<file path="src/hw/pic_phy_regs.vh">
`ifndef PIC_PHY_REGS_VH
`define PIC_PHY_REGS_VH

// register indices, byte address is four times the index
`define PIC_IDX_BASIC       6'h00
`define PIC_IDX_WAKE        6'h10
`define PIC_IDX_MODE        6'h11
`define PIC_IDX_EDCFG       6'h1b
`define PIC_IDX_FLAG        6'h1d
`define PIC_IDX_MASK        6'h1e
`define PIC_IDX_PMT         6'h28

// field positions
`define PIC_BASIC_PWRDN     11
`define PIC_MODE_ENERGY_DETECT_POWERDOWN_EN    13
`define PIC_MODE_ALT        6
`define PIC_MODE_ENERGY     1
`define PIC_ED_TX_EN        0
`define PIC_ED_TX_SEL_LO    1
`define PIC_ED_SINGLE       3
`define PIC_ED_RX_SEL_LO    4
`define PIC_PMT_ED_EN_A     14

// reset values
`define PIC_FLAG_RST        10'h080
`define PIC_ZERO16          16'h0000

// timing
`define PIC_CLK_MHZ         250
`define PIC_LATE_DELAY_MS   1000
`define PIC_LATE_HOLD_MS    256
`define PIC_ENERGY_DROP_MS  4
`define PIC_TX_NLP_BASE_MS  128
`define PIC_RX_NLP_BASE_MS  16
`define PIC_AUTO_RST_CYC    5'h10

`endif

</file>
<file path="src/hw/pic_phy_irq_pd.v">
`timescale 1ns/100ps
`include "pic_phy_regs.vh"

module pic_phy_irq_pd #(
    parameter PORT_B     = 0,
    parameter DELAY_CYC  = `PIC_LATE_DELAY_MS * `PIC_CLK_MHZ * 1000,
    parameter HOLD_CYC   = `PIC_LATE_HOLD_MS * `PIC_CLK_MHZ * 1000,
    parameter DROP_CYC   = `PIC_ENERGY_DROP_MS * `PIC_CLK_MHZ * 1000,
    parameter TXBASE_CYC = `PIC_TX_NLP_BASE_MS * `PIC_CLK_MHZ * 1000,
    parameter RXBASE_CYC = `PIC_RX_NLP_BASE_MS * `PIC_CLK_MHZ * 1000
) (
    input  wire        mclk_in,
    input  wire        rst_in,
    input  wire [7:0]  s_axi_awaddr_in,
    input  wire        s_axi_awvalid_in,
    output wire        s_axi_awready_out,
    input  wire [31:0] s_axi_wdata_in,
    input  wire [3:0]  s_axi_wstrb_in,
    input  wire        s_axi_wvalid_in,
    output wire        s_axi_wready_out,
    output reg  [1:0]  s_axi_bresp_out,
    output reg         s_axi_bvalid_out,
    input  wire        s_axi_bready_in,
    input  wire [7:0]  s_axi_araddr_in,
    input  wire        s_axi_arvalid_in,
    output wire        s_axi_arready_out,
    output reg  [31:0] s_axi_rdata_out,
    output reg  [1:0]  s_axi_rresp_out,
    output reg         s_axi_rvalid_out,
    input  wire        s_axi_rready_in,
    input  wire        internal_link_state_in,
    input  wire        line_signal_in,
    input  wire        normal_link_pulse_in,
    input  wire        an_complete_in,
    input  wire        remote_fault_in,
    input  wire        link_status_in,
    input  wire        lp_ack_in,
    input  wire        par_fault_in,
    input  wire        page_rx_in,
    input  wire [3:0]  wake_event_in,
    output reg         irq_out,
    output reg         xcvr_powerdown_out,
    output reg         xcvr_reset_out,
    output reg         tx_enable_out,
    output reg         rx_enable_out,
    output reg         nlp_tx_out,
    output reg         pme_req_out
);

    localparam ST_IDLE = 3'b001;
    localparam ST_WAIT = 3'b010;
    localparam ST_HOLD = 3'b100;

    // ------------------------------------------------------------
    // input synchronisers
    // ------------------------------------------------------------
    reg [12:0] sync1_reg;
    reg [12:0] sync2_reg;
    reg        nlp_prev_reg;
    wire [12:0] raw_in = {wake_event_in, normal_link_pulse_in, line_signal_in, internal_link_state_in,
                          an_complete_in, remote_fault_in, link_status_in, lp_ack_in, par_fault_in,
                          page_rx_in};

    always @(posedge mclk_in or posedge rst_in) begin
        if (rst_in) begin
            sync1_reg    <= 13'h0000;
            sync2_reg    <= 13'h0000;
            nlp_prev_reg <= 1'b0;
        end else begin
            sync1_reg    <= raw_in;
            sync2_reg    <= sync1_reg;
            nlp_prev_reg <= sync2_reg[8];
        end
    end

    wire       sig_s    = sync2_reg[7];
    wire       nlp_edge = sync2_reg[8] & ~nlp_prev_reg;

    // ------------------------------------------------------------
    // registers
    // ------------------------------------------------------------
    reg [15:0] basic_control_reg;
    reg [15:0] mode_control_status_reg;
    reg [9:0]  interrupt_flag_reg;
    reg [9:0]  interrupt_mask_reg;
    reg [7:0]  wake_control_status_reg;
    reg [15:0] energy_detect_config_reg;
    reg [15:0] power_mgmt_control_reg;
    reg        line_energy_present;

    wire alternate_irq_select           = mode_control_status_reg[`PIC_MODE_ALT];
    wire general_powerdown_bit          = basic_control_reg[`PIC_BASIC_PWRDN];
    wire energy_detect_powerdown_enable = mode_control_status_reg[`PIC_MODE_ENERGY_DETECT_POWERDOWN_EN];
    wire wake_event_summary             = |(wake_control_status_reg[7:4] & wake_control_status_reg[3:0]);

    // ------------------------------------------------------------
    // axi4-lite slave, one write and one read in flight
    // ------------------------------------------------------------
    reg        aw_hold_reg;
    reg        w_hold_reg;
    reg [5:0]  aw_idx_reg;
    reg [31:0] wdata_reg;
    reg [3:0]  wstrb_reg;

    assign s_axi_awready_out = ~aw_hold_reg & ~s_axi_bvalid_out;
    assign s_axi_wready_out  = ~w_hold_reg & ~s_axi_bvalid_out;
    assign s_axi_arready_out = ~s_axi_rvalid_out;

    wire        wr_go = aw_hold_reg & w_hold_reg;
    wire [15:0] wmask = {{8{wstrb_reg[1]}}, {8{wstrb_reg[0]}}};
    wire [15:0] wd    = wdata_reg[15:0] & wmask;
    wire        wr_basic = wr_go & (aw_idx_reg == `PIC_IDX_BASIC);
    wire        wr_mode  = wr_go & (aw_idx_reg == `PIC_IDX_MODE);
    wire        wr_flag  = wr_go & (aw_idx_reg == `PIC_IDX_FLAG);
    wire        wr_mask  = wr_go & (aw_idx_reg == `PIC_IDX_MASK);
    wire        wr_wake  = wr_go & (aw_idx_reg == `PIC_IDX_WAKE);
    wire        wr_edcfg = wr_go & (aw_idx_reg == `PIC_IDX_EDCFG);
    wire        wr_pmt   = wr_go & (aw_idx_reg == `PIC_IDX_PMT);
    wire        wr_hit   = wr_basic | wr_mode | wr_flag | wr_mask | wr_wake | wr_edcfg | wr_pmt;

    always @(posedge mclk_in or posedge rst_in) begin
        if (rst_in) begin
            aw_hold_reg      <= 1'b0;
            w_hold_reg       <= 1'b0;
            aw_idx_reg       <= 6'h00;
            wdata_reg        <= 32'h00000000;
            wstrb_reg        <= 4'h0;
            s_axi_bvalid_out <= 1'b0;
            s_axi_bresp_out  <= 2'h0;
        end else begin
            if (s_axi_awvalid_in & s_axi_awready_out) begin
                aw_hold_reg <= 1'b1;
                aw_idx_reg  <= s_axi_awaddr_in[7:2];
            end
            if (s_axi_wvalid_in & s_axi_wready_out) begin
                w_hold_reg <= 1'b1;
                wdata_reg  <= s_axi_wdata_in;
                wstrb_reg  <= s_axi_wstrb_in;
            end
            if (wr_go) begin
                aw_hold_reg      <= 1'b0;
                w_hold_reg       <= 1'b0;
                s_axi_bvalid_out <= 1'b1;
                s_axi_bresp_out  <= wr_hit ? 2'h0 : 2'h2;
            end else if (s_axi_bready_in) begin
                s_axi_bvalid_out <= 1'b0;
            end
        end
    end

    reg [31:0] rd_mux;
    reg        rd_hit;
    always @* begin
        rd_hit = 1'b1;
        case (s_axi_araddr_in[7:2])
            `PIC_IDX_BASIC: rd_mux = {16'h0000, basic_control_reg};
            `PIC_IDX_MODE:  rd_mux = {16'h0000, mode_control_status_reg[15:2], line_energy_present,
                                      mode_control_status_reg[0]};
            `PIC_IDX_FLAG:  rd_mux = {22'h000000, interrupt_flag_reg};
            `PIC_IDX_MASK:  rd_mux = {22'h000000, interrupt_mask_reg};
            `PIC_IDX_WAKE:  rd_mux = {24'h000000, wake_control_status_reg};
            `PIC_IDX_EDCFG: rd_mux = {16'h0000, energy_detect_config_reg};
            `PIC_IDX_PMT:   rd_mux = {16'h0000, power_mgmt_control_reg};
            default: begin
                rd_mux = 32'h00000000;
                rd_hit = 1'b0;
            end
        endcase
    end

    always @(posedge mclk_in or posedge rst_in) begin
        if (rst_in) begin
            s_axi_rvalid_out <= 1'b0;
            s_axi_rdata_out  <= 32'h00000000;
            s_axi_rresp_out  <= 2'h0;
        end else if (s_axi_arvalid_in & s_axi_arready_out) begin
            s_axi_rvalid_out <= 1'b1;
            s_axi_rdata_out  <= rd_mux;
            s_axi_rresp_out  <= rd_hit ? 2'h0 : 2'h2;
        end else if (s_axi_rready_in) begin
            s_axi_rvalid_out <= 1'b0;
        end
    end

    // ------------------------------------------------------------
    // control registers; power-down never touches them
    // ------------------------------------------------------------
    always @(posedge mclk_in or posedge rst_in) begin
        if (rst_in) begin
            basic_control_reg        <= `PIC_ZERO16;
            mode_control_status_reg  <= `PIC_ZERO16;
            interrupt_mask_reg       <= 10'h000;
            energy_detect_config_reg <= `PIC_ZERO16;
            power_mgmt_control_reg   <= `PIC_ZERO16;
            wake_control_status_reg  <= 8'h00;
        end else begin
            if (wr_basic) basic_control_reg <= (basic_control_reg & ~wmask) | wd;
            if (wr_mode) mode_control_status_reg <= (mode_control_status_reg & ~wmask) | wd;
            if (wr_mask) interrupt_mask_reg <= (interrupt_mask_reg & ~wmask[9:0]) | {wd[9:1], 1'b0};
            if (wr_edcfg) energy_detect_config_reg <= (energy_detect_config_reg & ~wmask) | wd;
            if (wr_pmt) power_mgmt_control_reg <= (power_mgmt_control_reg & ~wmask) | wd;
            // event bits are write-one-clear, a fresh event wins
            wake_control_status_reg[3:0] <= wr_wake & wstrb_reg[0] ? wdata_reg[3:0] :
                                            wake_control_status_reg[3:0];
            wake_control_status_reg[7:4] <= sync2_reg[12:9] |
                (wake_control_status_reg[7:4] & ~({4{wr_wake & wstrb_reg[0]}} & wdata_reg[7:4]));
        end
    end

    // ------------------------------------------------------------
    // interrupt flags
    // ------------------------------------------------------------
    wire [9:0] src_now = {sync2_reg[6], wake_event_summary, line_energy_present, sync2_reg[5:0], 1'b0};
    reg  [9:0] src_prev_reg;
    wire [9:0] w1_hit = {10{wr_flag & alternate_irq_select}} & wmask[9:0] & wdata_reg[9:0];

    wire [9:0] flag_next;

    // per-bit next values only; one register process keeps a single driver per vector
    genvar gi;
    generate
        for (gi = 1; gi < 10; gi = gi + 1) begin : g_flag
            // link down asserts on a falling source, all others on a rising one
            wire cur  = (gi == 4) ? ~src_now[gi] : src_now[gi];
            wire prev = (gi == 4) ? ~src_prev_reg[gi] : src_prev_reg[gi];
            wire set_ev   = cur & ~prev;
            wire clr_prim = ~cur & prev;
            wire clr_alt  = w1_hit[gi] & ~cur;
            // a fresh assert edge beats a clear in the same cycle
            assign flag_next[gi] = set_ev |
                (interrupt_flag_reg[gi] & ~(alternate_irq_select ? clr_alt : clr_prim));
        end
    endgenerate

    // bit 0 has no source and always reads zero
    assign flag_next[0] = 1'b0;

    always @(posedge mclk_in or posedge rst_in) begin
        if (rst_in) begin
            interrupt_flag_reg <= `PIC_FLAG_RST;
            src_prev_reg       <= `PIC_FLAG_RST;
        end else begin
            interrupt_flag_reg <= flag_next;
            src_prev_reg       <= src_now;
        end
    end

    // ------------------------------------------------------------
    // line energy and link pulse wake
    // ------------------------------------------------------------
    reg [27:0] drop_cnt_reg;
    reg [27:0] rxwin_cnt_reg;
    wire [1:0] rx_sel  = energy_detect_config_reg[`PIC_ED_RX_SEL_LO +: 2];
    wire [27:0] rx_win = RXBASE_CYC[27:0] << rx_sel;
    wire nlp_wake = nlp_edge & (energy_detect_config_reg[`PIC_ED_SINGLE] | (rxwin_cnt_reg != 28'h0));

    always @(posedge mclk_in or posedge rst_in) begin
        if (rst_in) begin
            line_energy_present <= 1'b1;
            drop_cnt_reg        <= 28'h0;
            rxwin_cnt_reg       <= 28'h0;
        end else begin
            // a lone pulse opens the window for the second one
            if (nlp_edge & ~nlp_wake)
                rxwin_cnt_reg <= rx_win;
            else if (nlp_wake)
                rxwin_cnt_reg <= 28'h0;
            else if (rxwin_cnt_reg != 28'h0)
                rxwin_cnt_reg <= rxwin_cnt_reg - 28'h1;
            if (sig_s | nlp_wake) begin
                line_energy_present <= 1'b1;
                drop_cnt_reg        <= 28'h0;
            end else if (line_energy_present) begin
                if (drop_cnt_reg == DROP_CYC[27:0] - 28'h1) begin
                    line_energy_present <= 1'b0;
                    drop_cnt_reg        <= 28'h0;
                end else begin
                    drop_cnt_reg <= drop_cnt_reg + 28'h1;
                end
            end
        end
    end

    // ------------------------------------------------------------
    // late energy interrupt after cable removal
    // ------------------------------------------------------------
    reg [2:0]  late_st_reg;
    reg [27:0] late_cnt_reg;
    reg        late_arm_reg;
    wire energy_fall = src_prev_reg[7] & ~line_energy_present;

    always @(posedge mclk_in or posedge rst_in) begin
        if (rst_in) begin
            late_st_reg  <= ST_IDLE;
            late_cnt_reg <= 28'h0;
            late_arm_reg <= 1'b0;
        end else begin
            // arms once the flag was cleared with energy still up
            if (~interrupt_mask_reg[7])
                late_arm_reg <= 1'b0;
            else if (line_energy_present & ~interrupt_flag_reg[7])
                late_arm_reg <= 1'b1;
            else if (energy_fall)
                late_arm_reg <= 1'b0;
            case (late_st_reg)
                ST_IDLE: begin
                    late_cnt_reg <= 28'h0;
                    if (energy_fall & late_arm_reg & interrupt_mask_reg[7])
                        late_st_reg <= ST_WAIT;
                end
                ST_WAIT: begin
                    late_cnt_reg <= late_cnt_reg + 28'h1;
                    if (~interrupt_mask_reg[7]) begin
                        late_st_reg <= ST_IDLE;
                    end else if (late_cnt_reg == DELAY_CYC[27:0] - 28'h1) begin
                        late_st_reg  <= ST_HOLD;
                        late_cnt_reg <= 28'h0;
                    end
                end
                ST_HOLD: begin
                    late_cnt_reg <= late_cnt_reg + 28'h1;
                    if (~interrupt_mask_reg[7] | (late_cnt_reg == HOLD_CYC[27:0] - 28'h1))
                        late_st_reg <= ST_IDLE;
                end
                default: late_st_reg <= ST_IDLE;
            endcase
        end
    end

    // ------------------------------------------------------------
    // power-down control and outputs
    // ------------------------------------------------------------
    reg [4:0]  rst_cnt_reg;
    reg [27:0] tx_cnt_reg;
    wire       energy_detect_powerdown_active = energy_detect_powerdown_enable & ~line_energy_present;
    wire       pd_next     = general_powerdown_bit | energy_detect_powerdown_active;
    // any return from power-down, general or energy wake, passes the automatic reset
    wire       pd_fall     = xcvr_powerdown_out & ~pd_next;
    wire [1:0] tx_sel      = energy_detect_config_reg[`PIC_ED_TX_SEL_LO +: 2];
    wire       tx_nlp_on   = energy_detect_powerdown_active & ~general_powerdown_bit & energy_detect_config_reg[`PIC_ED_TX_EN];
    wire       pmt_en      = power_mgmt_control_reg[`PIC_PMT_ED_EN_A + ((PORT_B != 0) ? 1 : 0)];
    wire       ed_wake     = energy_detect_powerdown_enable & line_energy_present & ~src_prev_reg[7];

    always @(posedge mclk_in or posedge rst_in) begin
        if (rst_in) begin
            rst_cnt_reg        <= 5'h00;
            tx_cnt_reg         <= 28'h0;
            irq_out            <= 1'b0;
            xcvr_powerdown_out <= 1'b0;
            xcvr_reset_out     <= 1'b0;
            tx_enable_out      <= 1'b0;
            rx_enable_out      <= 1'b0;
            nlp_tx_out         <= 1'b0;
            pme_req_out        <= 1'b0;
        end else begin
            if (pd_fall)
                rst_cnt_reg <= `PIC_AUTO_RST_CYC;
            else if (rst_cnt_reg != 5'h00)
                rst_cnt_reg <= rst_cnt_reg - 5'h01;
            xcvr_reset_out     <= pd_fall | (rst_cnt_reg > 5'h01);
            irq_out            <= (|(interrupt_flag_reg & interrupt_mask_reg)) | late_st_reg[2];
            xcvr_powerdown_out <= pd_next;
            tx_enable_out      <= ~pd_next;
            // receive path is gated during power-down, so waking traffic can be lost
            rx_enable_out      <= ~pd_next;
            if (tx_nlp_on & (tx_cnt_reg == 28'h0)) begin
                tx_cnt_reg <= (TXBASE_CYC[27:0] << tx_sel) - 28'h1;
                nlp_tx_out <= 1'b1;
            end else begin
                tx_cnt_reg <= tx_nlp_on ? tx_cnt_reg - 28'h1 : 28'h0;
                nlp_tx_out <= 1'b0;
            end
            pme_req_out <= ed_wake & pmt_en;
        end
    end

endmodule

</file>
<file path="config.mk">
export PLATFORM = sky130hd
export DESIGN_NAME = pic_phy_irq_pd
export DESIGN_NICKNAME = d
export VERILOG_FILES = /design/src/hw/pic_phy_irq_pd.v
export VERILOG_INCLUDE_DIRS = /design/src /design/src/hw
export SDC_FILE = /design/constraint.sdc
export NUM_CORES = 1
export LEC_CHECK = 0
export ABC_AREA = 1
export BUFFER_PORTS_ARGS = -buffer_cell sky130_fd_sc_hd__buf_2
export CORE_MARGIN = 8
export CORE_UTILIZATION = 40
export CTS_CLUSTER_SIZE = 28
export DETAILED_ROUTE_END_ITERATION = 8
export PLACE_DENSITY = 0.6
export REMOVE_ABC_BUFFERS = 1
export SETUP_SLACK_MARGIN = 0.3
export SYNTH_ARGS = -nofsm -noshare
export SYNTH_HDL_FRONTEND = slang
export SYNTH_SLANG_ARGS = --single-unit
</file>
<file path="constraint.sdc">
create_clock -name mclk_in -period 8.1 [get_ports mclk_in]
set_clock_uncertainty 0.2 [all_clocks]
set_input_delay 0.405 -clock mclk_in [delete_from_list [all_inputs] [get_ports mclk_in]]
set_output_delay 0.405 -clock mclk_in [all_outputs]
set_load 0.01 [all_outputs]
</file>
Word level (Yosys, flattened, before mapping)
Index checks and enable logic that the tools add are counted.
{ "totals": {"register_bits": 319, "out_inout_bits": 48, "input_bits": 72, "word_cells": 274} }
{ "classes": {"n_reduce_logical": 17, "mux": 46, "n_lt_le_gt_ge": 1, "n_eq_ne": 22, "add_sub_neg": 6, "bitwise_logic": 144, "shifts": 2} }
{ "ops": {"columns": ["op", "n"], "rows": [
  ["$mux 28", 10],
  ["$pmux 16 s7", 1],
  ["$pmux 28 s3", 1],
  ["$sub 28x1->28 const B", 3],
  ["$and 16x16->16", 5],
  ["$and 1x1->1", 65],
  ["$or 16x16->16", 4],
  ["$eq 6x5->1 const B", 10],
  ["$add 28x1->28 const B", 2],
  ["$and 10x10->10", 4],
  ["$not 1->1", 37],
  ["$eq 28x20->1 const B", 1],
  ["$eq 28x26->1 const B", 1],
  ["$eq 28x28->1 const B", 1],
  ["$logic_not 28->1", 1],
  ["$reduce_bool 28->1", 1],
  ["$shl 22x2->28 const A", 1],
  ["$shl 25x2->28 const A", 1],
  ["$mux 1", 25],
  ["$or 1x1->1", 21],
  ["$not 16->16", 1],
  ["$and 4x4->4", 3],
  ["$eq 6x6->1 const B", 2],
  ["$logic_not 6->1", 2],
  ["23 further kinds", 35]
]} }

Depth between registers and ports, before layout
{ "depth": {"word_depth": 10, "ltp_mapped": 13, "ltp_nobuf": 12} }

Worst setup path before layout
No wires, ideal clock.
{ "synth_path": {"path_kind": "register -> register", "from": "register late_cnt_reg[0]", "to": "register late_cnt_reg[5]", "period_less_slack_ps": 1830, "t_required_ps": 7780, "t_arrival_ps": 1509, "setup_ps": 120, "path_buffers": 1, "path_slack_ps": 6270, "stages_incl_launch_ff": 12, "path_cell_list": "dfrtp_1 > ha_1 > nand3_1 > nor2_1 > inv_1 > nor2_1 > nand3_1 > nand2_1 > nand3_2 > buf_2 > o211ai_1 > inv_1"} }
{ "synth_between": {"elab_chain_len": 4, "elab_cells_between_ends": 5, "cone_classes": "add/sub (1); eq/ne (1); mux (3)"} }
{ "synth_rtl": {"columns": ["element", "line_no", "source"], "rows": [
  ["start: declaration", "pic_phy_irq_pd.v:288", "reg [27:0] late_cnt_reg;"],
  ["start signal: assignment", "pic_phy_irq_pd.v:312", "late_cnt_reg <= late_cnt_reg + 28'h1;"],
  ["start signal: assignment", "pic_phy_irq_pd.v:321", "late_cnt_reg <= late_cnt_reg + 28'h1;"],
  ["$add 28x1->28 / $eq 28x28->1 (equally long branches)", "pic_phy_irq_pd.v:312, pic_phy_irq_pd.v:321, pic_phy_irq_pd.v:315", null],
  ["$mux 28", "pic_phy_irq_pd.v:315", "end else if (late_cnt_reg == DELAY_CYC[27:0] - 28'h1) begin"],
  ["$mux 28", "pic_phy_irq_pd.v:313", "if (~interrupt_mask_reg[7]) begin"],
  ["$pmux 28 s3 (*)", "pic_phy_irq_pd.v:305", "case (late_st_reg)"]
]} }
Every way passes the cells marked *; elsewhere a longest branch is shown, timed or not.
A chain may end at the register's enable or synchronous reset.

Worst setup path after layout
{ "layout_path": {"from": "register line_energy_present (netlist: g_flag[7].cur)", "to": "register tx_cnt_reg[23]"} }
{ "layout_between": {"elab_chain_len": 6, "elab_cells_between_ends": 7, "cone_classes": "mux (2); bitwise (5)"} }
{ "layout_rtl": {"columns": ["element", "line_no", "source"], "rows": [
  ["start: declaration", "pic_phy_irq_pd.v:89", "reg line_energy_present;"],
  ["start signal: assignment", "pic_phy_irq_pd.v:259", "line_energy_present <= 1'b1;"],
  ["start signal: assignment", "pic_phy_irq_pd.v:271", "line_energy_present <= 1'b1;"],
  ["start signal: assignment", "pic_phy_irq_pd.v:275", "line_energy_present <= 1'b0;"],
  ["$not 1->1 (*)", "pic_phy_irq_pd.v:335", "wire energy_detect_powerdown_active = energy_detect_powerdown_enable & ~line_energy_present;"],
  ["$and 1x1->1 (*)", "pic_phy_irq_pd.v:335", null],
  ["$and 1x1->1 (*) (2 in series)", "pic_phy_irq_pd.v:340", "wire tx_nlp_on = energy_detect_powerdown_active & ~general_powerdown_bit & energy_detect_config_reg[`PIC_ED_TX ..."],
  ["$mux 28 / $and 1x1->1 (equally long branches)", "pic_phy_irq_pd.v:370, pic_phy_irq_pd.v:366", null],
  ["$mux 28 (*)", "pic_phy_irq_pd.v:366", "if (tx_nlp_on & (tx_cnt_reg == 28'h0)) begin"],
  ["end signal: assignment", "pic_phy_irq_pd.v:367", "tx_cnt_reg <= (TXBASE_CYC[27:0] << tx_sel) - 28'h1;"],
  ["end signal: assignment", "pic_phy_irq_pd.v:370", "tx_cnt_reg <= tx_nlp_on ? tx_cnt_reg - 28'h1 : 28'h0;"],
  ["end: declaration", "pic_phy_irq_pd.v:334", "reg [27:0] tx_cnt_reg;"]
]} }
Marks and branches as above.

==> metrics.yaml <==
avgRoutedWirePerCell_um: 15.3
final_layout_size_suffix_gt1_share_pct: 8.46
cts_buffers: 36
syn_to_final_growth_pct: 15.9
nFillCells: 3811
ff2ff_path_depth: 7
final-setup-viol-count: 0
arrival_ns: 3.27
ys_seq_area_share_pct: 48.5
place_inst: 2575
r2r-start: "g_flag[7].cur"
syn_area_um2: 15500
multiInputGateArea_um2: 6680
final_hold_viol_count: 0
place_area_um2: 16300
slowest_delay_ns: 0.66
slew_viol_final: 0
clockBufferDepth: 3
seqCellArea_um2: 7510
holdPathStages: 0
instances_no_fill: 2681
pwr_density_cell_nw_per_um2: 265
max_freq_mhz: 331
max_cap_viol_count: 0
syn-instance-count: 2017
critical_path.max_fanout: 21
die-area_um2: 45300
hpwl_um: 28800
status: "finished, final reports clean"
crit_slowest_cell: "nor2_2"
hold_path.class: "flop to flop"
p_int_mw: 3.15
drc_errors: 0
r2r_slack_ns: 5.08
timing.rr.end: "tx_cnt_reg[23]"
synth-main-ff-cell: "dfrtp_1"
cp-end-kind: "flop"
relSlewSlack_pct: 18.2
period_share_pct: 37.3
ios: 120
fin_hold_ws_ns: 0.147
gp_congestion: 0.895
cts.sinks: 300
tritoncts: "done"
drt-initial-drc-count: 934
holdCritStartpoint: "sync1_reg[8]"
dieWidth_um: 213
grt_use_total_pct: 18.4
p_leak_nw: 8.98
swShare_pct: 33.7
p_switching_mw: 1.60
min_to: "sync2_reg[8]"
cts_root_buf: "clkbuf_16"
fin_tns_setup_ns: 0
ant_nets: 0
clk_pin_slew_ns: 0.06
postLayoutCoreUtil_pct: 46.6
yosysUniqueCellTypes: 47
worst_slack_ns: 5.08
crit_type: "flop to flop"
synthArstFlopShare_pct: 100
rsz0062_at_grt: "no"
clock_power_share_pct: 35.0
die_h_um: 213
gr-total-overflow: 0
wirelength_um: 41100
core_um2: 38500
period_needed_ns: 3.02
grt_max_degree: 167
cts-resized-gates: 0
antenna_found_initial: 0
initial_utilization_pct: 40.3
fin_nets: 2232
synth.largest_area_cell: "dfrtp_1"
diodes: 0
path_cells: "inv_2, nand2_1, nor3_2, inv_1, nor2_2, nand3_1, o21ai_1"
ir_drop_mv: 0.207
clk_latency_ns: 0.52
grt_pass1_vias: 13207
avgSynthCellArea_um2: 7.68
power_frac_comb_pct: 23.6
via_per_inst: 5.04
power_frac_seq_pct: 41.4
htreeDepth: 2
power_mw: 4.76
worst_pin_slew_ns: 1.22
dp_slack_ns: 5.01
design_area_um2: 17900
synth-seq-cells: 300
num_vias: 13504
drtPass1Iterations: 5
grt_pass1_wl_um: 67900
yosys.area.top_type_share_pct: 47.8
synth_warnings: 0
ys_top_cells_by_area: "dfrtp_1, nand2_1, inv_1, nor2_1, o21ai_0"
numPortBuffers: 79
synth-edff-count: 0
cp_data_required_time_ns: 8.35
start_kind: "flop"
row_count: 72
## cell usage in the layout, fill, tap and decap left out, drive strengths merged, types with 9 or more instances in the layout
master,Yosys,routed
nand3,134,134
buf,38,82
inv,271,273
conb,1,18
nor3,36,36
xnor2,9,9
nand3b,14,14
nor2,267,267
xor2,22,22
clkbuf,21,49
dfrtp,296,296
nand2,527,527
nand4,57,57
dlygate4sd3,0,40
clkinv,2,12
o22ai,23,23
ha,25,25
o21ai,144,144
a21oi,77,77
o21bai,10,10
## critical path, delay by kind of cell, from the launching register on
family	cells	cell delay, ns
DFF	1	0.55
and+or+nand+nor	4	1.43
buffers and inverters	2	0.63
AOI/OAI and AO/OA	1	0.11
## how the worst max path moves through the flow
stage | from | to | slack (ns) | depth (start not counted)
final | g_flag[7].cur | tx_cnt_reg[23] | 5.08 | 7
after global routing | g_flag[7].cur | tx_cnt_reg[27] | 4.81 | 7
after CTS | g_flag[7].cur | tx_cnt_reg[18] | 5.00 | 7
after detailed placement | g_flag[7].cur | tx_cnt_reg[24] | 5.01 | 7
after global placement | g_flag[7].cur | tx_cnt_reg[18] | 5.06 | 7
after floorplan | rst_in | async pin | -0.79 | 1
## Yosys cell counts, drive strengths merged (22+ instances only)
master / count
xor2: 22
inv: 271
nor2: 267
o21ai: 144
nand2: 527
nor3: 36
dfrtp: 296
a21oi: 77
ha: 25
buf: 38
o22ai: 23
nand4: 57
nand3: 134
## timing repair
action                                  CTS  global route
endpoints found under the setup margin    0             0
setup buffers                             0             0
endpoints found under the hold margin   173             0
hold buffers                             40             0
## power by group through the flow
stage | Combinational [mW] | Clock (mW) | Sequential (mW)
global placement | 1.09 | 0 | 1.99
global route | 1.29 | 1.77 | 2.00
floorplan | 0.810 | 0 | 1.94
detailed placement | 1.11 | 0 | 1.99
CTS | 1.13 | 1.71 | 1.97
finish | 1.12 | 1.67 | 1.97
## final cells by class
type	instances	area share (%)
repair buffers	122	4.63
multi-input cells	1402	37.2
inverters	273	5.75
well taps	518	3.61
flip-flops and latches	300	41.9
clock buffers	49	5.91
clock inverters	17	1.00
## routing by layer
layer,vias to the layer above,GRT usage [%],wire (um)
met4,0,4.76,770
met1,6442,25.6,19300
met3,52,2.70,2150
met5,-,0,0
met2,339,29.6,18900
li1,6671,-,-
## cells by family (layout without fill, tap and decap cells)
logic type                 after synthesis  after routing  share of synthesized area (%)
xor gates and xnor gates                31             31                           1.75
adders and majority gates               25             25                           2.02
DFF                                    300            300                           48.5
AOI/OAI and AO/OA                      281            281                           9.91
other                                    1             18                         0.0242
and+or+nand+nor                       1046           1046                           28.9
buffers and inverters                  332            461                           8.81
muxes                                    1              1                         0.0727
(Power assumes the default switching activity.)
